==> config.mk <==
export PLATFORM = sky130hd
export DESIGN_NAME = modem_special_command_status
export DESIGN_NICKNAME = d
export VERILOG_FILES = /design/src/hw/modem_spc_pkg.sv /design/src/hw/modem_special_command_status.sv /design/src/hw/level_sync.sv /design/src/hw/aux_result_hold.sv
export SDC_FILE = /design/constraint.sdc
export NUM_CORES = 2
export LEC_CHECK = 0
export BUFFER_PORTS_ARGS = -buffer_cell sky130_fd_sc_hd__buf_2
export CAP_MARGIN = 20
export CORE_UTILIZATION = 55
export DETAILED_ROUTE_END_ITERATION = 8
export PLACE_DENSITY_LB_ADDON = 0.08
export SYNTH_ARGS = -nofsm -noshare
export SYNTH_HDL_FRONTEND = slang
export SYNTH_SLANG_ARGS = --single-unit
==> constraint.sdc <==
create_clock -name clk -period 5.8 [get_ports clk]
set_clock_uncertainty 0.05 [all_clocks]
set_input_delay 0.58 -clock clk [delete_from_list [all_inputs] [get_ports clk]]
set_output_delay 0.58 -clock clk [all_outputs]
set_load 0.01 [all_outputs]
==> src/hw/modem_spc_pkg.sv <==
package modem_spc_pkg;
    // Register offsets
    localparam logic [7:0] ADDR_RX_DATA = 8'h00;
    localparam logic [7:0] ADDR_STATUS_ONE = 8'h01;
    localparam logic [7:0] ADDR_QUALITY = 8'h02;
    localparam logic [7:0] ADDR_STATUS_TWO = 8'h03;
    localparam logic [7:0] ADDR_CARRIER_OFFSET = 8'h04;
    localparam logic [7:0] ADDR_SIGNAL_LEVEL = 8'h05;
    localparam logic [7:0] ADDR_AUX0_LSB = 8'h08;
    localparam logic [7:0] ADDR_AUX0_MSB = 8'h09;
    localparam logic [7:0] ADDR_AUX1_LSB = 8'h0A;
    localparam logic [7:0] ADDR_AUX1_MSB = 8'h0B;
    localparam logic [7:0] ADDR_AUX2_LSB = 8'h0C;
    localparam logic [7:0] ADDR_AUX2_MSB = 8'h0D;
    localparam logic [7:0] ADDR_I_READBACK = 8'h18;
    localparam logic [7:0] ADDR_Q_READBACK = 8'h19;
    localparam logic [7:0] ADDR_OPCODE = 8'h1A;
    localparam logic [7:0] ADDR_OPND_HIGH_MSB = 8'h1B;
    localparam logic [7:0] ADDR_OPND_HIGH_LSB = 8'h1C;
    localparam logic [7:0] ADDR_OPND_LOW_MSB = 8'h1D;
    localparam logic [7:0] ADDR_OPND_LOW_LSB = 8'h1E;

    // Special task opcodes
    localparam logic [7:0] OP_NULL = 8'h00;
    localparam logic [7:0] OP_SET_POINTER = 8'h01;
    localparam logic [7:0] OP_PTR_TX_FILTER = 8'h09;
    localparam logic [7:0] OP_PTR_RX_CHANNEL = 8'h0A;
    localparam logic [7:0] OP_PTR_RX_GAUSS = 8'h0B;
    localparam logic [7:0] OP_POKE = 8'h0C;
    localparam logic [7:0] OP_PEEK = 8'h0D;
    localparam logic [7:0] OP_BRANCH = 8'h0E;
    localparam logic [7:0] OP_ENTER_SETUP = 8'h11;
    localparam logic [7:0] OP_ENTER_SETUP_SYNC = 8'h12;
    localparam logic [7:0] OP_EXIT_SETUP = 8'h13;
    localparam logic [7:0] OP_EXIT_SETUP_INIT = 8'h14;
    localparam logic [7:0] OP_LOAD_RX_FILTER = 8'h15;
    localparam logic [7:0] OP_SET_THRESHOLD = 8'h18;
    localparam logic [7:0] OP_BT_LOW = 8'h1A;
    localparam logic [7:0] OP_BT_HIGH = 8'h1B;
    localparam logic [7:0] OP_AFC_LIMIT = 8'h1C;

    // Field positions
    localparam int OVERFLOW_BIT = 6;
    localparam int STATUS_TWO_DONE_BIT = 3;

    // Reset values
    localparam logic [15:0] THRESHOLD_RESET = 16'h0960;
    localparam logic BT_RESET = 1'b0;
    localparam logic [15:0] AFC_LIMIT_RESET = 16'h0000;

    typedef enum logic [1:0] {
        SEQ_IDLE = 2'b00,
        SEQ_PENDING = 2'b01,
        SEQ_SYNC = 2'b10
    } seq_state_type;
endpackage

==> src/hw/modem_special_command_status.sv <==
// Function
// - Written 8-bit opcode requests a special task
// - Completion sets done flag; then host reads
// - Task runs at next sequencer idle slot
// - Opcode 00 does nothing
// - 01/09/0A/0B load coefficient pointer
// - 0C pokes memory, 0D peeks memory
// - 11/12 enter setup; 12 waits sample tick
// - 13/14 leave setup; 14 also reinitialises
// - 15 loads rx filter from pointer
// - 1A selects BT 0.3, 1B 0.5
// - 18 sets decode threshold, default 2400
// - Bit 6 flags rx filter overflow
// - Overflow flag clears when read
// - Overflow flag raises no interrupt
// - I readback bits 5:0 coarse I offset
// - Q readback bits 7:6 AGC step
// - Q readback bits 5:0 coarse Q offset
// - Aux MSB read latches low bits
//
// The address-and-strobe port was decided locally.
`timescale 1ns/1ps
`default_nettype none
module modem_special_command_status
    import modem_spc_pkg::*;
#(
    parameter int ADDR_W = 8,
    parameter logic [15:0] TX_FILTER_BASE = 16'h0040,
    parameter logic [15:0] RX_CHANNEL_BASE = 16'h0080,
    parameter logic [15:0] RX_GAUSS_BASE = 16'h00C0
) (
    // Clock and reset
    input wire logic clk,
    input wire logic rst,
    // Register port
    input wire logic [7:0] addr,
    input wire logic [7:0] wrData,
    input wire logic wrStb,
    input wire logic rdStb,
    output logic [7:0] rdData,
    // Sequencer timing
    input wire logic seqIdle,
    input wire logic sampleTick,
    // Receive datapath status
    input wire logic [7:0] rxData,
    input wire logic [6:0] status1Flags,
    input wire logic irqActive,
    input wire logic [7:0] qualityLevel,
    input wire logic [7:0] signalLevel,
    input wire logic [6:0] carrierOffset,
    input wire logic carrierOffsetValid,
    input wire logic rxFilterOverflow,
    input wire logic [5:0] coarseOffsetI,
    input wire logic [5:0] coarseOffsetQ,
    input wire logic [1:0] agcStep,
    input wire logic lockLost,
    input wire logic auxConvDone,
    input wire logic freqOffsetError,
    input wire logic iqOffsetDone,
    // Lock pins from the synthesisers
    input wire logic mainLockPin,
    input wire logic auxLockPin,
    input wire logic txLockPin,
    // Aux converter results
    input wire logic [9:0] auxResult0,
    input wire logic [9:0] auxResult1,
    input wire logic [9:0] auxResult2,
    // Controls to the modem core
    output logic [15:0] coefficientPointer,
    output logic btHalf,
    output logic [15:0] decodeThreshold,
    output logic [15:0] afcLimit,
    output logic setupMode,
    output logic modemInit,
    output logic branchReq,
    output logic [15:0] branchAddr,
    output logic loadRxFilter,
    output logic cmdComplete
);
    import modem_spc_pkg::*;

    localparam int MEM_DEPTH = 1 << ADDR_W;

    if (ADDR_W < 4 || ADDR_W > 16) begin : gBadAddrW
        $error("ADDR_W must lie in 4..16");
    end

    logic [15:0] coefMem [0:MEM_DEPTH-1];
    logic [7:0] opcode_reg;
    logic [15:0] operandHigh_reg;
    logic [15:0] operandLow_reg;
    seq_state_type seqState_reg;
    seq_state_type seqState_next;
    logic overflow_reg;
    logic [2:0] lockSync;
    logic [7:0] auxMsb [0:2];
    logic [7:0] auxLsb [0:2];
    logic [2:0] auxMsbRead;
    logic execute;
    logic finishSync;
    logic taskDone;
    logic opcodeWrite;
    logic readI;
    logic [ADDR_W-1:0] memIndex;

    assign opcodeWrite = wrStb && (addr == ADDR_OPCODE);
    assign readI = rdStb && (addr == ADDR_I_READBACK);
    assign memIndex = operandLow_reg[ADDR_W-1:0];

    level_sync #(
        .WIDTH(3)
    ) lockSyncInst (
        .clk(clk),
        .rst(rst),
        .asyncIn({mainLockPin, auxLockPin, txLockPin}),
        .syncOut(lockSync)
    );

    assign auxMsbRead[0] = rdStb && (addr == ADDR_AUX0_MSB);
    assign auxMsbRead[1] = rdStb && (addr == ADDR_AUX1_MSB);
    assign auxMsbRead[2] = rdStb && (addr == ADDR_AUX2_MSB);

    aux_result_hold auxHold0 (
        .clk(clk),
        .rst(rst),
        .result(auxResult0),
        .msbRead(auxMsbRead[0]),
        .msbByte(auxMsb[0]),
        .lsbByte(auxLsb[0])
    );

    aux_result_hold auxHold1 (
        .clk(clk),
        .rst(rst),
        .result(auxResult1),
        .msbRead(auxMsbRead[1]),
        .msbByte(auxMsb[1]),
        .lsbByte(auxLsb[1])
    );

    aux_result_hold auxHold2 (
        .clk(clk),
        .rst(rst),
        .result(auxResult2),
        .msbRead(auxMsbRead[2]),
        .msbByte(auxMsb[2]),
        .lsbByte(auxLsb[2])
    );

    // Sequencer: a pending opcode waits for a gap in processing
    always_comb begin
        seqState_next = seqState_reg;
        execute = 1'b0;
        finishSync = 1'b0;
        case (seqState_reg)
            SEQ_IDLE: begin
                if (opcode_reg != OP_NULL && !opcodeWrite) begin
                    seqState_next = SEQ_PENDING;
                end
            end
            SEQ_PENDING: begin
                if (opcodeWrite) begin
                    seqState_next = SEQ_IDLE;
                end else if (seqIdle) begin
                    execute = 1'b1;
                    if (opcode_reg == OP_ENTER_SETUP_SYNC) begin
                        seqState_next = SEQ_SYNC;
                    end else begin
                        seqState_next = SEQ_IDLE;
                    end
                end
            end
            SEQ_SYNC: begin
                // A new opcode abandons the wait so it is not wiped by the late finish
                if (opcodeWrite) begin
                    seqState_next = SEQ_IDLE;
                end else if (sampleTick) begin
                    finishSync = 1'b1;
                    seqState_next = SEQ_IDLE;
                end
            end
            default: begin
                seqState_next = SEQ_IDLE;
            end
        endcase
    end

    assign taskDone = (execute && opcode_reg != OP_ENTER_SETUP_SYNC) || finishSync;

    always_ff @(posedge clk or posedge rst) begin
        if (rst) begin
            seqState_reg <= SEQ_IDLE;
        end else begin
            seqState_reg <= seqState_next;
        end
    end

    // Opcode register, emptied once its task has run
    always_ff @(posedge clk or posedge rst) begin
        if (rst) begin
            opcode_reg <= OP_NULL;
        end else if (opcodeWrite) begin
            opcode_reg <= wrData;
        end else if (taskDone) begin
            opcode_reg <= OP_NULL;
        end
    end

    // Done flag: a completion in the write cycle still sets it
    always_ff @(posedge clk or posedge rst) begin
        if (rst) begin
            cmdComplete <= 1'b0;
        end else if (taskDone) begin
            cmdComplete <= 1'b1;
        end else if (opcodeWrite) begin
            cmdComplete <= 1'b0;
        end
    end

    // Operand words; a peek result takes priority over a host write
    always_ff @(posedge clk or posedge rst) begin
        if (rst) begin
            operandHigh_reg <= 16'h0000;
            operandLow_reg <= 16'h0000;
        end else begin
            if (wrStb && addr == ADDR_OPND_HIGH_MSB) begin
                operandHigh_reg[15:8] <= wrData;
            end
            if (wrStb && addr == ADDR_OPND_HIGH_LSB) begin
                operandHigh_reg[7:0] <= wrData;
            end
            if (execute && opcode_reg == OP_PEEK) begin
                operandLow_reg <= coefMem[memIndex];
            end else begin
                if (wrStb && addr == ADDR_OPND_LOW_MSB) begin
                    operandLow_reg[15:8] <= wrData;
                end
                if (wrStb && addr == ADDR_OPND_LOW_LSB) begin
                    operandLow_reg[7:0] <= wrData;
                end
            end
        end
    end

    // Coefficient memory has no reset; software fills it by poke
    always_ff @(posedge clk) begin
        if (execute && opcode_reg == OP_POKE) begin
            coefMem[memIndex] <= operandHigh_reg;
        end
    end

    always_ff @(posedge clk or posedge rst) begin
        if (rst) begin
            coefficientPointer <= 16'h0000;
        end else if (execute) begin
            case (opcode_reg)
                OP_SET_POINTER: coefficientPointer <= operandLow_reg;
                OP_PTR_TX_FILTER: coefficientPointer <= TX_FILTER_BASE;
                OP_PTR_RX_CHANNEL: coefficientPointer <= RX_CHANNEL_BASE;
                OP_PTR_RX_GAUSS: coefficientPointer <= RX_GAUSS_BASE;
                default: coefficientPointer <= coefficientPointer;
            endcase
        end
    end

    // Setup mode: 12 enters only on the sample tick
    always_ff @(posedge clk or posedge rst) begin
        if (rst) begin
            setupMode <= 1'b0;
        end else if (finishSync) begin
            setupMode <= 1'b1;
        end else if (execute) begin
            case (opcode_reg)
                OP_ENTER_SETUP: setupMode <= 1'b1;
                OP_EXIT_SETUP: setupMode <= 1'b0;
                OP_EXIT_SETUP_INIT: setupMode <= 1'b0;
                default: setupMode <= setupMode;
            endcase
        end
    end

    // One-cycle requests to the modem core
    always_ff @(posedge clk or posedge rst) begin
        if (rst) begin
            modemInit <= 1'b0;
            branchReq <= 1'b0;
            loadRxFilter <= 1'b0;
            branchAddr <= 16'h0000;
        end else begin
            modemInit <= execute && opcode_reg == OP_EXIT_SETUP_INIT;
            branchReq <= execute && opcode_reg == OP_BRANCH;
            loadRxFilter <= execute && opcode_reg == OP_LOAD_RX_FILTER;
            if (execute && opcode_reg == OP_BRANCH) begin
                branchAddr <= operandLow_reg;
            end
        end
    end

    // Modem settings; opcode 00 and unknown codes touch none of them
    always_ff @(posedge clk or posedge rst) begin
        if (rst) begin
            btHalf <= BT_RESET;
            decodeThreshold <= THRESHOLD_RESET;
            afcLimit <= AFC_LIMIT_RESET;
        end else if (execute) begin
            case (opcode_reg)
                OP_BT_LOW: btHalf <= 1'b0;
                OP_BT_HIGH: btHalf <= 1'b1;
                OP_SET_THRESHOLD: decodeThreshold <= operandLow_reg;
                OP_AFC_LIMIT: afcLimit <= operandLow_reg;
                default: btHalf <= btHalf;
            endcase
        end
    end

    // Overflow flag: test aid only, never routed to an interrupt
    always_ff @(posedge clk or posedge rst) begin
        if (rst) begin
            overflow_reg <= 1'b0;
        end else if (rxFilterOverflow) begin
            overflow_reg <= 1'b1;
        end else if (readI) begin
            overflow_reg <= 1'b0;
        end
    end

    // Read port: data stand only in the cycle after the strobe
    always_ff @(posedge clk or posedge rst) begin
        if (rst) begin
            rdData <= 8'h00;
        end else if (!rdStb) begin
            rdData <= 8'h00;
        end else begin
            case (addr)
                ADDR_RX_DATA: rdData <= rxData;
                ADDR_STATUS_ONE: rdData <= {irqActive, status1Flags};
                ADDR_QUALITY: rdData <= qualityLevel;
                ADDR_STATUS_TWO: rdData <= {lockLost, lockSync, cmdComplete,
                    auxConvDone, freqOffsetError, iqOffsetDone};
                ADDR_CARRIER_OFFSET: rdData <= {carrierOffset, carrierOffsetValid};
                ADDR_SIGNAL_LEVEL: rdData <= signalLevel;
                ADDR_AUX0_LSB: rdData <= auxLsb[0];
                ADDR_AUX0_MSB: rdData <= auxMsb[0];
                ADDR_AUX1_LSB: rdData <= auxLsb[1];
                ADDR_AUX1_MSB: rdData <= auxMsb[1];
                ADDR_AUX2_LSB: rdData <= auxLsb[2];
                ADDR_AUX2_MSB: rdData <= auxMsb[2];
                ADDR_I_READBACK: rdData <= {1'b0, overflow_reg, coarseOffsetI};
                ADDR_Q_READBACK: rdData <= {agcStep, coarseOffsetQ};
                ADDR_OPND_HIGH_MSB: rdData <= operandHigh_reg[15:8];
                ADDR_OPND_HIGH_LSB: rdData <= operandHigh_reg[7:0];
                ADDR_OPND_LOW_MSB: rdData <= operandLow_reg[15:8];
                ADDR_OPND_LOW_LSB: rdData <= operandLow_reg[7:0];
                default: rdData <= 8'h00;
            endcase
        end
    end
endmodule // modem_special_command_status
`default_nettype wire

==> src/hw/level_sync.sv <==
`timescale 1ns/1ps
`default_nettype none
module level_sync #(
    parameter int WIDTH = 1
) (
    // Clock and reset
    input wire logic clk,
    input wire logic rst,
    // Levels
    input wire logic [WIDTH-1:0] asyncIn,
    output logic [WIDTH-1:0] syncOut
);
    logic [WIDTH-1:0] firstStage_reg;

    always_ff @(posedge clk or posedge rst) begin
        if (rst) begin
            firstStage_reg <= '0;
            syncOut <= '0;
        end else begin
            firstStage_reg <= asyncIn;
            syncOut <= firstStage_reg;
        end
    end
endmodule // level_sync
`default_nettype wire

==> src/hw/aux_result_hold.sv <==
`timescale 1ns/1ps
`default_nettype none
module aux_result_hold (
    // Clock and reset
    input wire logic clk,
    input wire logic rst,
    // Converter side
    input wire logic [9:0] result,
    // Register side
    input wire logic msbRead,
    output logic [7:0] msbByte,
    output logic [7:0] lsbByte
);
    logic [1:0] lowBits_reg;

    // Low bits frozen at the MSB read so both halves match one conversion
    always_ff @(posedge clk or posedge rst) begin
        if (rst) begin
            lowBits_reg <= 2'h0;
        end else if (msbRead) begin
            lowBits_reg <= result[1:0];
        end
    end

    assign msbByte = result[9:2];
    assign lsbByte = {6'h00, lowBits_reg};
endmodule // aux_result_hold
`default_nettype wire

==> results.py <==
metrics = {
    "global_routing": {
        "grt-ovfl-total": 0,
        "grt_antenna_before_repair": 22,
        "grt_pass1_wl_um": 667900,
        "track_usage_pct": 32.33,
        "grt_pass1_vias": 82930,
        "grt_max_degree": 209,
    },
    "clock_tree": {
        "clock-sinks": 4229,
        "clk_latency_ns": 0.99,
        "htree_levels": 5,
        "tritoncts": "done",
        "cts_buffer_depth": 4,
        "cts-root-buf": "clkbuf_16",
        "cts_buffers": 425,
        "clk_pin_slew_ns": 0.06,
    },
    "yosys": {
        "async_reset_ff_share_pct": 3.145,
        "syn_nets": 7629,
        "syn_inst": 7515,
        "synth_commonest_cells": "edfxtp_1, mux4_2, nor2_1",
        "ys_warn_count": 0,
        "synth-seq-area-share_pct": 77.19,
        "ys_types": 77,
        "synth-seq-cells": 4229,
        "synth_edf_count": 4096,
        "syn_area_um2": 163700,
        "synth_most_common_cell": "edfxtp_1",
        "syn_area_per_cell_um2": 21.78,
        "synth-main-ff-cell": "edfxtp_1",
        "yosysTopAreaCell": "edfxtp_1",
        "synthTopCellsByArea": "edfxtp_1, mux4_2, dfrtp_1",
        "yosysTopAreaCellShare_pct": 75.15,
    },
    "critical_path": {
        "cp.arrival_ns": 5.96,
        "required_ns": 6.61,
        "critPathLaunchType": "flip-flop",
        "path_class": "flip-flop to flip-flop",
        "worstPathMaxFanout": 81,
        "cp-end-kind": "flip-flop",
    },
    "sta": {
        "rsz0062_at_grt": "false",
        "drv_slew": 80,
        "maxSlewHeadroom_pct": -12.49,
        "setup_viol_count_final": 0,
        "tightestPinTransition_ns": 1.687,
        "layout_setup_ws_ns": 0.6414,
        "fin_crit_ns": 5.159,
        "fin_crit_sh_pct": 88.94,
        "finalHoldViolCount": 0,
        "fmax_mhz": 193.9,
        "fin_setup_tns_ns": 0,
    },
    "floorplan": {
        "die_w_um": 547.5,
        "die_h_um": 547.5,
        "core.rowCount": 199,
        "num_io_pins": 192,
        "die_area_um2": 299800,
        "start_util_pct": 55.47,
        "core_area_um2": 295100,
    },
    "placed_design": {
        "pre_cts_ws_ns": 0.8183,
        "port_buffers": 191,
        "gp_congestion": 0.9386,
        "hpwlAfterDp_um": 297800,
    },
    "route": {
        "routed_wl_um": 482300,
        "first_iter_violations": 12640,
        "via_count": 84890,
        "firstDrtPassIters": 9,
        "via_per_inst": 6.750,
        "wl_per_cell_um": 38.35,
        "ant_nets": 0,
        "drc_errors": 0,
    },
    "final_layout": {
        "regMostFlops": "coefMem",
        "largest_reg_flops": 4096,
        "syn_to_final_growth_pct": 14.05,
        "fill_cells": 20150,
        "nNetsFinal": 8413,
        "final_layout_size_suffix_gt1_share_pct": 30.25,
    },
    "pwr": {
        "p_per_area_nw_per_um2": 340.4,
        "power.total_mw": 63.55,
        "leakagePower_nw": 60.59,
        "peakVddDrop_mv": 0.3075,
    },
    "run": {
        "max_cap_violations": 0,
    },
    "hold_path": {
        "min_path_type": "input pin to flip-flop",
    },
    "outcome": {
        "run_status": "finished, violations left",
        "violations": "slew limit",
    },
}
worst max-delay path, stage by stage (launching register included):
cell      delay, ns
dfrtp_4        1.29
buf_12         0.62
mux4_2         0.58
a22o_1         0.24
a221oi_1       0.58
o22ai_1        0.33
o21ai_0        0.85
and4b_1        0.32
a21oi_1        0.07
cell type report:
| cell class | instances | area (µm²) | share of cell area [%] |
|---|---|---|---|
| well taps | 3919 | 4903 | 2.627 |
| inverters | 9 | 51.30 | 0.02748 |
| diodes | 5 | 12.51 | 0.006703 |
| repair buffers | 800 | 6342 | 3.398 |
| flip-flops and latches | 4229 | 126400 | 67.72 |
| multi-input cells | 2834 | 35430 | 18.98 |
| clock buffers | 546 | 11290 | 6.047 |
| clock inverters | 234 | 2233 | 1.196 |
routing by layer:
layer  GRT usage, %  wire [µm]
met1          45.94     183400
met2          48.41     219500
met5         0.4432        259
met4          13.38      23380
met3          8.113      55670
logic make-up after synthesis:
group,after synthesis,synth area share (%)
AO/OA/AOI/OAI,629,2.848
XOR/XNOR,1,0.005352
buffers and inverters,452,1.459
flip-flops,4229,77.19
multiplexers,1394,16.29
AND/OR/NAND/NOR,810,2.207
cells in the final DEF (no fill, tap or decap), types with 11 or more instances in the layout:
master         netlist  final
buf_12               0     53
mux2i_1            303    303
nor3_1              20     17
a211oi_1            18     18
a22oi_1            196    196
and3_1              14     13
a221oi_1            50     50
nand2_2              0     12
clkinv_2             0     68
edfxtp_1          4096   4096
buf_2              183    192
nor2_1             315    192
buf_4               72    503
dfrtp_1            129    106
nand2b_1            15     14
o22ai_1             25     25
bufinv_16            0     38
clkbuf_16            0    432
a31oi_1             35     35
a222oi_1            11     11
o21ai_0             73     72
dfrtp_4              0     21
a21oi_1             44     44
a22o_1              46     46
dlygate4sd3_1        0     48
nand4_1             17     17
clkinv_1             0     98
inv_6                0     11
o211ai_1            21     21
nor2_2               0    119
mux4_2            1008   1008
a32oi_1             21     21
mux2_2              83     83
clkbuf_1           141    109
nor2b_1             16     11
o2111a_1            12     12
nand2_1            222    210
nand3_1            130    126
where the power goes:
part / switching, mW / leakage (nW) / internal (mW)
clock: 11.5 / 6.59 / 15.4
combinational: 1.98 / 13.5 / 1.01
sequential: 0.194 / 40.5 / 33.5
worst paths after layout:
check | slack [ns] | end | cells after the start | start
worst max-delay path | 0.64 | operandLow_reg[2] | 8 | operandLow_reg[0]
worst min register to register | 0.30 | lockSyncInst.syncOut[0] | 0 | lockSyncInst.firstStage_reg[0]
min in group asynchronous | 0.24 | afcLimit[11] | 3 | rst
worst min-delay path | 0.08 | rdData[0] | 4 | signalLevel[0]
max in group asynchronous | 4.07 | operandHigh_reg[8] | 4 | rst
worst max register to register | 0.64 | operandLow_reg[2] | 8 | operandLow_reg[0]
metrics by stage:
| stage | hold WS [ns] | util [%] | area (µm²) | instances |
|---|---|---|---|---|
| detailed placement | 0.2896 | 58.51 | 172600 | 11740 |
| global placement | 0.2847 | 58.48 | 172600 | 11730 |
| global route | 0.1259 | 63.26 | 186700 | 12570 |
| floorplan | 0.2812 | - | 163700 | 7515 |
| finish | 0.08402 | 63.27 | 186700 | 12580 |
| CTS | 0.03125 | 63.25 | 186600 | 12570 |
repair_timing:
item,4_1_cts,5_1_grt
buffers inserted,0,0
resized for setup,0,0
hold buffers,48,0
endpoints found under the hold margin,111,0
(Power assumes the default switching activity.)
